**src/logic/spw_pkg.sv**
```systemverilog
// package for the soft power wake and management interrupt enable block
package spw_pkg;
   // register offsets: printed offsets are not multiples of four, so they are indices
   localparam logic [7:0] SPW_IDX_WAKE_EN_ONE = 8'hB0;
   localparam logic [7:0] SPW_IDX_WAKE_EN_TWO = 8'hB1;
   localparam logic [7:0] SPW_IDX_WAKE_STATUS_ONE = 8'hB2;
   localparam logic [7:0] SPW_IDX_WAKE_STATUS_TWO = 8'hB3;
   localparam logic [7:0] SPW_IDX_MGMT_IRQ_EN_ONE = 8'hB4;
   localparam logic [7:0] SPW_IDX_IRQ_STATUS = 8'hC0;
   localparam logic [7:0] SPW_IDX_IRQ_MASK = 8'hC1;
   localparam int SPW_ADDR_W = 10;
   // reset values
   localparam logic [7:0] SPW_WAKE_EN_ONE_RST = 8'h00;
   localparam logic [7:0] SPW_WAKE_EN_TWO_RST = 8'h80;
   localparam logic [7:0] SPW_STATUS_RST = 8'h00;
   localparam logic [7:0] SPW_MGMT_EN_RST = 8'h00;
   localparam logic [7:0] SPW_IRQ_MASK_RST = 8'h00;
   // wake enable two fields
   localparam int SPW_EN2_UART1 = 0;
   localparam int SPW_EN2_UART2 = 1;
   localparam int SPW_EN2_ALARM2 = 4;
   localparam int SPW_EN2_PG = 6;
   localparam int SPW_EN2_OFF = 7;
   localparam logic [7:0] SPW_EN2_WMASK = 8'hD3;
   // wake status one fields
   localparam int SPW_ST1_GRP1 = 4;
   localparam int SPW_ST1_GRP2 = 5;
   localparam int SPW_ST1_ALARM = 7;
   localparam logic [7:0] SPW_ST1_LATCHED = 8'hCF;
   // wake status two fields
   localparam int SPW_ST2_BUTTON = 2;
   localparam int SPW_ST2_ALARM2 = 4;
   localparam logic [7:0] SPW_ST2_POWER = 8'h13;
   // interrupt status/mask fields
   localparam int SPW_IRQ_WAKE = 0;
   localparam int SPW_IRQ_BUTTON = 1;
   localparam int SPW_IRQ_MGMT = 2;
   localparam logic [7:0] SPW_IRQ_USED = 8'h07;

   // falling-edge pin inputs, one bit per wake pin
   typedef struct packed {
      logic ir_rx_two;
      logic mouse_clk;
      logic keyboard_clk;
      logic ring_two;
      logic ring_one;
   } spw_pins_s;

   // internal device interrupt sources, bit order matches the enable register
   typedef struct packed {
      logic watchdog;
      logic group_one;
      logic group_two;
      logic floppy;
      logic uart_one;
      logic uart_two;
      logic parallel;
      logic disk_iface;
   } spw_mgmt_src_s;
endpackage

```
**src/logic/spw_soft_power.sv**
```systemverilog
// soft power wake logic with wake status and management interrupt enable
//
// Notes on behaviour
// wake enable two bits 0,1 enable uart receive
// bit 4 enables alarm two, resets 0
// bit 6 selects power good pin role
// bit 7 button power off enable, resets 1
// status one reports which wake event occurred
// pin falling edges latch status, read clears
// status one bit 7 latches rtc alarm
// status bits 4,5 follow group irqs directly
// status two bits 0,1 latch uart falls
// status two bit 4 alarm two, read clears
// button latch, read clears, no power feed
// enable register routes sources onto management irq
// wake enable one enables eight wake sources
// power on asserted by enabled set status
//
// Local design decision: the APB slave port.
`timescale 1ns/1ns
module spw_soft_power
   import spw_pkg::*;
(
   input wire logic pclk,
   input wire logic presetn,
   input wire logic psel,
   input wire logic penable,
   input wire logic pwrite,
   input wire logic [SPW_ADDR_W-1:0] paddr,
   input wire logic [31:0] pwdata,
   output logic [31:0] prdata,
   output logic pready,
   output logic pslverr,
   input wire spw_pins_s wake_pins,
   input wire logic uart_one_rx,
   input wire logic uart_two_rx,
   input wire logic group_irq_one,
   input wire logic group_irq_two,
   input wire logic rtc_alarm,
   input wire logic rtc_alarm_two,
   input wire logic button_press,
   input wire spw_mgmt_src_s mgmt_src,
   output logic power_on_out_n,
   output logic power_good_mode_en,
   output logic button_off_en,
   output logic mgmt_irq_out_n,
   output logic irq
);
   localparam int PIN_W = 7;

   logic [7:0] wake_en_one_reg, wake_en_one_next;
   logic [7:0] wake_en_two_reg, wake_en_two_next;
   logic [7:0] status_one_reg, status_one_next;
   logic [7:0] status_two_reg, status_two_next;
   logic [7:0] mgmt_en_reg, mgmt_en_next;
   logic [7:0] irq_status_reg, irq_status_next;
   logic [7:0] irq_mask_reg, irq_mask_next;
   logic [31:0] prdata_reg, prdata_next;
   logic power_on_reg, power_on_next;
   logic mgmt_irq_reg, mgmt_irq_next;
   logic btn_prev_reg, btn_prev_next;

   logic [PIN_W-1:0] pin_vec;
   logic [PIN_W-1:0] pin_fall;
   logic access;
   logic wr;
   logic rd;
   logic rd_setup;
   logic [7:0] idx;
   logic mapped;
   logic [7:0] wdata8;
   logic [7:0] st1_live;
   logic [7:0] st1_set;
   logic [7:0] st2_set;
   logic [7:0] wake_view_one;
   logic [7:0] wake_view_two;
   logic [7:0] wake_en_two_view;
   logic [7:0] irq_set;
   logic btn_rise;
   logic wake_any;
   logic mgmt_any;
   logic [7:0] rd_val;

   assign pin_vec = {uart_two_rx, uart_one_rx, wake_pins};

   spw_fall_det #(
      .WIDTH(PIN_W)
   ) u_fall (
      .pclk(pclk),
      .presetn(presetn),
      .pin_in(pin_vec),
      .fall(pin_fall)
   );

   // apb decode: zero wait states, word index is paddr[9:2]
   assign access = psel & penable;
   assign wr = access & pwrite;
   assign rd = access & ~pwrite;
   assign rd_setup = psel & ~penable & ~pwrite;
   assign idx = paddr[SPW_ADDR_W-1:2];
   assign wdata8 = pwdata[7:0];
   assign pready = 1'b1;
   assign mapped = (idx == SPW_IDX_WAKE_EN_ONE) || (idx == SPW_IDX_WAKE_EN_TWO) ||
      (idx == SPW_IDX_WAKE_STATUS_ONE) || (idx == SPW_IDX_WAKE_STATUS_TWO) ||
      (idx == SPW_IDX_MGMT_IRQ_EN_ONE) || (idx == SPW_IDX_IRQ_STATUS) ||
      (idx == SPW_IDX_IRQ_MASK);
   assign pslverr = access & ~mapped;

   // bit layout of status one: ring1, ring2, kbd, mouse, grp1, grp2, ir, alarm
   always_comb begin
      st1_set = 8'h00;
      st1_set[3:0] = pin_fall[3:0];
      st1_set[6] = pin_fall[4];
      st1_set[SPW_ST1_ALARM] = rtc_alarm;
      st2_set = 8'h00;
      st2_set[1:0] = pin_fall[6:5];
      st2_set[SPW_ST2_ALARM2] = rtc_alarm_two;
      st2_set[SPW_ST2_BUTTON] = btn_rise;
   end

   assign btn_rise = button_press & ~btn_prev_reg;

   // unlatched group interrupt bits shown live
   always_comb begin
      st1_live = status_one_reg & SPW_ST1_LATCHED;
      st1_live[SPW_ST1_GRP1] = group_irq_one;
      st1_live[SPW_ST1_GRP2] = group_irq_two;
   end

   assign wake_en_two_view = wake_en_two_reg & SPW_EN2_WMASK;

   always_comb begin
      case (idx)
         SPW_IDX_WAKE_EN_ONE: rd_val = wake_en_one_reg;
         SPW_IDX_WAKE_EN_TWO: rd_val = wake_en_two_view;
         SPW_IDX_WAKE_STATUS_ONE: rd_val = st1_live;
         SPW_IDX_WAKE_STATUS_TWO: rd_val = status_two_reg;
         SPW_IDX_MGMT_IRQ_EN_ONE: rd_val = mgmt_en_reg;
         SPW_IDX_IRQ_STATUS: rd_val = irq_status_reg;
         SPW_IDX_IRQ_MASK: rd_val = irq_mask_reg;
         default: rd_val = 8'h00;
      endcase
   end

   // configuration registers
   always_comb begin
      wake_en_one_next = wake_en_one_reg;
      wake_en_two_next = wake_en_two_reg;
      mgmt_en_next = mgmt_en_reg;
      irq_mask_next = irq_mask_reg;
      if (wr) begin
         case (idx)
            SPW_IDX_WAKE_EN_ONE: wake_en_one_next = wdata8;
            SPW_IDX_WAKE_EN_TWO: wake_en_two_next = wdata8 & SPW_EN2_WMASK;
            SPW_IDX_MGMT_IRQ_EN_ONE: mgmt_en_next = wdata8;
            SPW_IDX_IRQ_MASK: irq_mask_next = wdata8 & SPW_IRQ_USED;
            default: ;
         endcase
      end
   end

   always_ff @(posedge pclk or negedge presetn) begin
      if (!presetn) begin
         wake_en_one_reg <= SPW_WAKE_EN_ONE_RST;
         wake_en_two_reg <= SPW_WAKE_EN_TWO_RST;
         mgmt_en_reg <= SPW_MGMT_EN_RST;
         irq_mask_reg <= SPW_IRQ_MASK_RST;
      end else begin
         wake_en_one_reg <= wake_en_one_next;
         wake_en_two_reg <= wake_en_two_next;
         mgmt_en_reg <= mgmt_en_next;
         irq_mask_reg <= irq_mask_next;
      end
   end

   // sticky status: a read clears only the bits it showed, so an event that
   // lands between the setup snapshot and the access edge is kept; a set wins
   always_comb begin
      status_one_next = status_one_reg;
      status_two_next = status_two_reg;
      irq_status_next = irq_status_reg;
      if (rd && idx == SPW_IDX_WAKE_STATUS_ONE) begin
         status_one_next = status_one_reg & ~prdata_reg[7:0];
      end
      if (rd && idx == SPW_IDX_WAKE_STATUS_TWO) begin
         status_two_next = status_two_reg & ~prdata_reg[7:0];
      end
      if (rd && idx == SPW_IDX_IRQ_STATUS) begin
         irq_status_next = irq_status_reg & ~prdata_reg[7:0];
      end
      status_one_next = (status_one_next | st1_set) & SPW_ST1_LATCHED;
      status_two_next = status_two_next | st2_set;
      irq_status_next = (irq_status_next | irq_set) & SPW_IRQ_USED;
   end

   always_ff @(posedge pclk or negedge presetn) begin
      if (!presetn) begin
         status_one_reg <= SPW_STATUS_RST;
         status_two_reg <= SPW_STATUS_RST;
         irq_status_reg <= SPW_STATUS_RST;
      end else begin
         status_one_reg <= status_one_next;
         status_two_reg <= status_two_next;
         irq_status_reg <= irq_status_next;
      end
   end

   // wake decision: group irqs count live, button latch excluded
   always_comb begin
      wake_view_one = st1_live & wake_en_one_reg;
      wake_view_two = 8'h00;
      wake_view_two[0] = status_two_reg[0] & wake_en_two_reg[SPW_EN2_UART1];
      wake_view_two[1] = status_two_reg[1] & wake_en_two_reg[SPW_EN2_UART2];
      wake_view_two[4] = status_two_reg[SPW_ST2_ALARM2] & wake_en_two_reg[SPW_EN2_ALARM2];
      wake_view_two = wake_view_two & SPW_ST2_POWER;
   end

   assign wake_any = |{wake_view_one, wake_view_two};
   assign mgmt_any = |(mgmt_src & mgmt_en_reg);

   always_comb begin
      irq_set = 8'h00;
      irq_set[SPW_IRQ_WAKE] = wake_any & ~power_on_reg;
      irq_set[SPW_IRQ_BUTTON] = btn_rise;
      irq_set[SPW_IRQ_MGMT] = mgmt_any & ~mgmt_irq_reg;
   end

   // output and read data registers
   always_comb begin
      power_on_next = wake_any;
      mgmt_irq_next = mgmt_any;
      btn_prev_next = button_press;
      prdata_next = prdata_reg;
      if (rd_setup) begin
         prdata_next = {24'h000000, rd_val};
      end
   end

   always_ff @(posedge pclk or negedge presetn) begin
      if (!presetn) begin
         power_on_reg <= 1'b0;
         mgmt_irq_reg <= 1'b0;
         btn_prev_reg <= 1'b0;
         prdata_reg <= 32'h00000000;
      end else begin
         power_on_reg <= power_on_next;
         mgmt_irq_reg <= mgmt_irq_next;
         btn_prev_reg <= btn_prev_next;
         prdata_reg <= prdata_next;
      end
   end

   // read data is captured at the setup edge, so it comes from a flop and
   // still stands in the zero-wait access cycle; live group bits are one cycle old
   assign prdata = prdata_reg;
   assign power_on_out_n = ~power_on_reg;
   assign power_good_mode_en = wake_en_two_reg[SPW_EN2_PG];
   assign button_off_en = wake_en_two_reg[SPW_EN2_OFF];
   assign mgmt_irq_out_n = ~mgmt_irq_reg;
   assign irq = |(irq_status_reg & irq_mask_reg);
endmodule

```
**src/logic/spw_fall_det.sv**
```systemverilog
// falling edge detector bank for wake pins
`timescale 1ns/1ns
module spw_fall_det
   import spw_pkg::*;
#(
   parameter int WIDTH = 7
) (
   input wire logic pclk,
   input wire logic presetn,
   input wire logic [WIDTH-1:0] pin_in,
   output logic [WIDTH-1:0] fall
);
   logic [WIDTH-1:0] prev_reg;
   logic [WIDTH-1:0] prev_next;

   always_comb begin
      prev_next = pin_in;
   end

   // idle pins sit high, so a reset value of ones avoids a false edge at release
   always_ff @(posedge pclk or negedge presetn) begin
      if (!presetn) begin
         prev_reg <= '1;
      end else begin
         prev_reg <= prev_next;
      end
   end

   genvar i;
   generate
      for (i = 0; i < WIDTH; i++) begin : g_fall
         assign fall[i] = prev_reg[i] & ~pin_in[i];
      end
   endgenerate
endmodule

```
**config.mk**
```make
export PLATFORM = sky130hd
export DESIGN_NAME = spw_soft_power
export DESIGN_NICKNAME = d
export VERILOG_FILES = /design/src/logic/spw_pkg.sv /design/src/logic/spw_soft_power.sv /design/src/logic/spw_fall_det.sv
export SDC_FILE = /design/constraint.sdc
export NUM_CORES = 1
export LEC_CHECK = 0
export BUFFER_PORTS_ARGS = -buffer_cell sky130_fd_sc_hd__buf_2
export CAP_MARGIN = 20
export CORE_MARGIN = 2
export CORE_UTILIZATION = 54
export DETAILED_ROUTE_END_ITERATION = 10
export GPL_TIMING_DRIVEN = 0
export PLACE_DENSITY = 0.84
export SETUP_SLACK_MARGIN = 0.3
export SYNTH_ARGS = -nofsm -noshare
export SYNTH_HDL_FRONTEND = slang
export SYNTH_HIERARCHICAL = 1
export SYNTH_SLANG_ARGS = --single-unit
```
**constraint.sdc**
```tcl
create_clock -name pclk -period 3 [get_ports pclk]
set_input_delay 0.15 -clock pclk [delete_from_list [all_inputs] [get_ports pclk]]
set_output_delay 0.15 -clock pclk [all_outputs]
set_load 0.005 [all_outputs]
```
==> impl_metrics.csv <==
group,metric,value,unit
route,vias,2308,
critical_path,setup.worst_path.start_class,"input port",
floorplan,ios,106,
critical_path,cp_num_buf_inv,2,
floorplan,die_h,78.7,µm
route,drcViolationCount,0,
clocking,clock_latency,340,ps
clocking,clk_pin_slew,60,ps
sta,maxSlewViolCount,0,
yosys,synth_flop_cell,"dfrtp_1",
min_path,min_path_type,"in -> reg",
power_and_ir_drop,ir_drop,372,µV
sta,hold_ws,51.9,ps
sta,finalSetupViolCount,0,
final_layout,area_growth,25.2,%
critical_path,r2r_setup_slack,1470,ps
floorplan,die_area,0.00619,mm²
global_route,grt_pass1_vias,2259,
sta,max_slew_margin,49.7,%
clocking,cts_tree,"done",
power_and_ir_drop,power_density,450,mW/mm²
global_route,antenna_found_initial,0,
clocking,cts_buffers,9,
sta,max_freq,0.610,GHz
power_and_ir_drop,p_leak,1.80,nW
route,ant_nets,0,
route,wire_per_inst,15.7,µm
yosys,synth_edf_count,0,
clocking,cts_max_level,3,
critical_path,crit_chain,"buf_2, nor4b_2, and4_1, and2_1, buf_2, mux2_2",
yosys,yosys-top-cells-area,"dfrtp_1 (42%), mux2_2 (8.2%), dfstp_2 (7.0%)",
sta,finalHoldViolCount,0,
critical_path,crit_slowest_cell,"nor4b_2",
clocking,clock_sinks,59,
global_route,grt_max_degree,44,
final_layout,multiInputGateArea,0.00136,mm²
yosys,yosys_warnings,6,
sta,skew,5.87,ps
final_layout,stdcell_area,0.00377,mm²
power_and_ir_drop,fin_total_pwr,1.70,mW
placed_design,routabilityCongestion,0.875,
floorplan,coreArea,0.00544,mm²
final_layout,nFillCells,417,
sta,layout_min_cycle_time,1640,ps
placed_design,post-dp-hpwl,5180,µm
critical_path,required,3230,ps
critical_path,end_kind,"register",
placed_design,io_buffers,52,
floorplan,rows,27,
critical_path,critPathKind,"in -> reg",
critical_path,cpLargestDelayFamily,"simple AND/OR/NAND/NOR gates",
clocking,cts-root-buf,"clkbuf_8",
placed_design,dp_slack,1010,ps
final_layout,layout-drive-gt1-share,42.3,%
route,wl,6750,µm
sta,finalCritPeriodShare,54.7,%
critical_path,max_stage_delay,530,ps
yosys,synth_cells,256,
yosys,synth_area_per_cell,11.8,µm²
yosys,async_flop_share,100,%
yosys,yosys.area.top_type_share,42.4,%
floorplan,die_w,78.7,µm
route,drt_iter0_drc,234,
critical_path,cpMostUsedCell,"buf_2",
final_layout,seq_area,0.00149,mm²
sta,grt_setup_unrepaired,"no",
final_layout,nNetsFinal,421,
placed_design,placedInstanceArea,0.00347,mm²
critical_path,arrival,1870,ps
route,avgViaCountPerCell,5.35,
final_layout,diodes,0,
sta,tns,0,ps
yosys,synth.most_common_cell,"dfrtp_1",
sta,tightest_slew,752,ps
global_route,grt_first_pass_wirelength,11000,µm
sta,setup_ws,1360,ps
yosys,synth-seq-cells,59,
run_status,status,"finished, final reports clean",
route,drt_first_pass_iters,5,
job,cap_violations,0,
yosys,syn_area,0.00301,mm²
global_route,grt-ovfl-total,0,
yosys,synth_area_leader_cell,"dfrtp_1",
clocking,clock_path_buffers,2,
yosys,synth_common_cells,"dfrtp_1 (51), buf_4 (26), nand2_1 (26)",
critical_path,crit_fanout,9,
floorplan,initial_core_util,55.4,%
yosys,ys_seq_area_share,49.4,%
yosys,netlist-cell-type-count,47,
global_route,grt_usage,23.6,%
## power breakdown
group	internal [mW]	switching (mW)	leakage [nW]	total (mW)
sequential	0.823	0.0170	0.727	0.840
combinational	0.0896	0.0830	0.973	0.173
clock	0.389	0.294	0.0997	0.684
## repair_timing
item | 4_1_cts | 5_1_grt
hold buffers | 11 | 0
setup buffers | 0 | 0
endpoints found under the hold margin | 25 | 0
gates resized for setup | 0 | 0
## per-stage QoR
step / utilization, % / instances
2_1_floorplan: - / 279
3_3_place_gp: 63.4 / 403
3_5_place_dp: 63.8 / 404
4_1_cts: 69.3 / 431
5_1_grt: 69.3 / 431
6_report: 69.3 / 431
## final timing paths
kind	end	from	depth (start not counted)
hold reg to reg	status_two_reg[5]	prdata[5]	1
setup reg to reg	irq_status_reg[0]	wake_en_two_reg[0]	5
min in group asynchronous	wake_en_one_reg[3]	presetn	2
hold / removal	mgmt_en_reg[3]	pwdata[3]	2
setup / recovery	wake_en_two_reg[4]	paddr[2]	6
max in group asynchronous	u_fall/prev_reg[5]	presetn	3
## routing by layer
| layer | up-vias | share of wire, % | track usage, % |
|---|---|---|---|
| met5 | - | 0 | 0 |
| met4 | 0 | 1.5 | 13.3 |
| met3 | 12 | 8.5 | 5.98 |
| met2 | 115 | 49 | 38.8 |
| met1 | 1094 | 41 | 28.3 |
| li1 | 1087 | - | - |
## placed cells by master (no fill, tap or decap), types with 2 or more instances in the layout
master / Yosys / layout
buf_2: 4 / 56
dfrtp_1: 51 / 51
nand2_1: 26 / 26
buf_4: 26 / 26
conb_1: 2 / 25
mux2_2: 22 / 22
a22oi_1: 15 / 15
clkbuf_8: 0 / 13
a21o_1: 11 / 11
dlygate4sd3_1: 0 / 11
mux2_4: 8 / 8
dfstp_2: 8 / 8
nor2b_4: 7 / 7
a22o_1: 6 / 6
nand3_1: 6 / 6
a21oi_1: 5 / 5
o21ai_0: 5 / 5
nor2_1: 4 / 4
a21boi_0: 4 / 4
clkbuf_1: 1 / 3
nand4_1: 3 / 3
inv_1: 3 / 3
a221oi_1: 3 / 3
o22ai_1: 3 / 3
o221ai_1: 3 / 3
buf_1: 2 / 2
nor2b_1: 2 / 2
a222oi_1: 2 / 2
nor4b_2: 2 / 2
and2_1: 2 / 2
a32oi_1: 2 / 2
## cell type report
cell class / count / share of cell area, %
Buffer: 34 / 6.31
Clock buffer: 15 / 4.95
Clock inverter: 1 / 0.133
Inverter: 3 / 0.299
Multi-Input combinational cell: 183 / 36.1
Sequential cell: 59 / 39.4
Tap cell: 72 / 2.39
Timing Repair Buffer: 64 / 10.4
## kinds of logic (layout without fill, tap and decap cells)
family                 count (synthesis)  after routing  share of synthesized area (%)
flip-flops                            59             59                           49.4
AND/OR/NAND/NOR                       68             68                           15.2
multiplexers                          30             30                           12.2
other                                  2             25                          0.249
buffers and inverters                 37            117                           8.27
AO/OA/AOI/OAI                         60             60                           14.7
No activity file was read; power rests on OpenSTA's default activity.
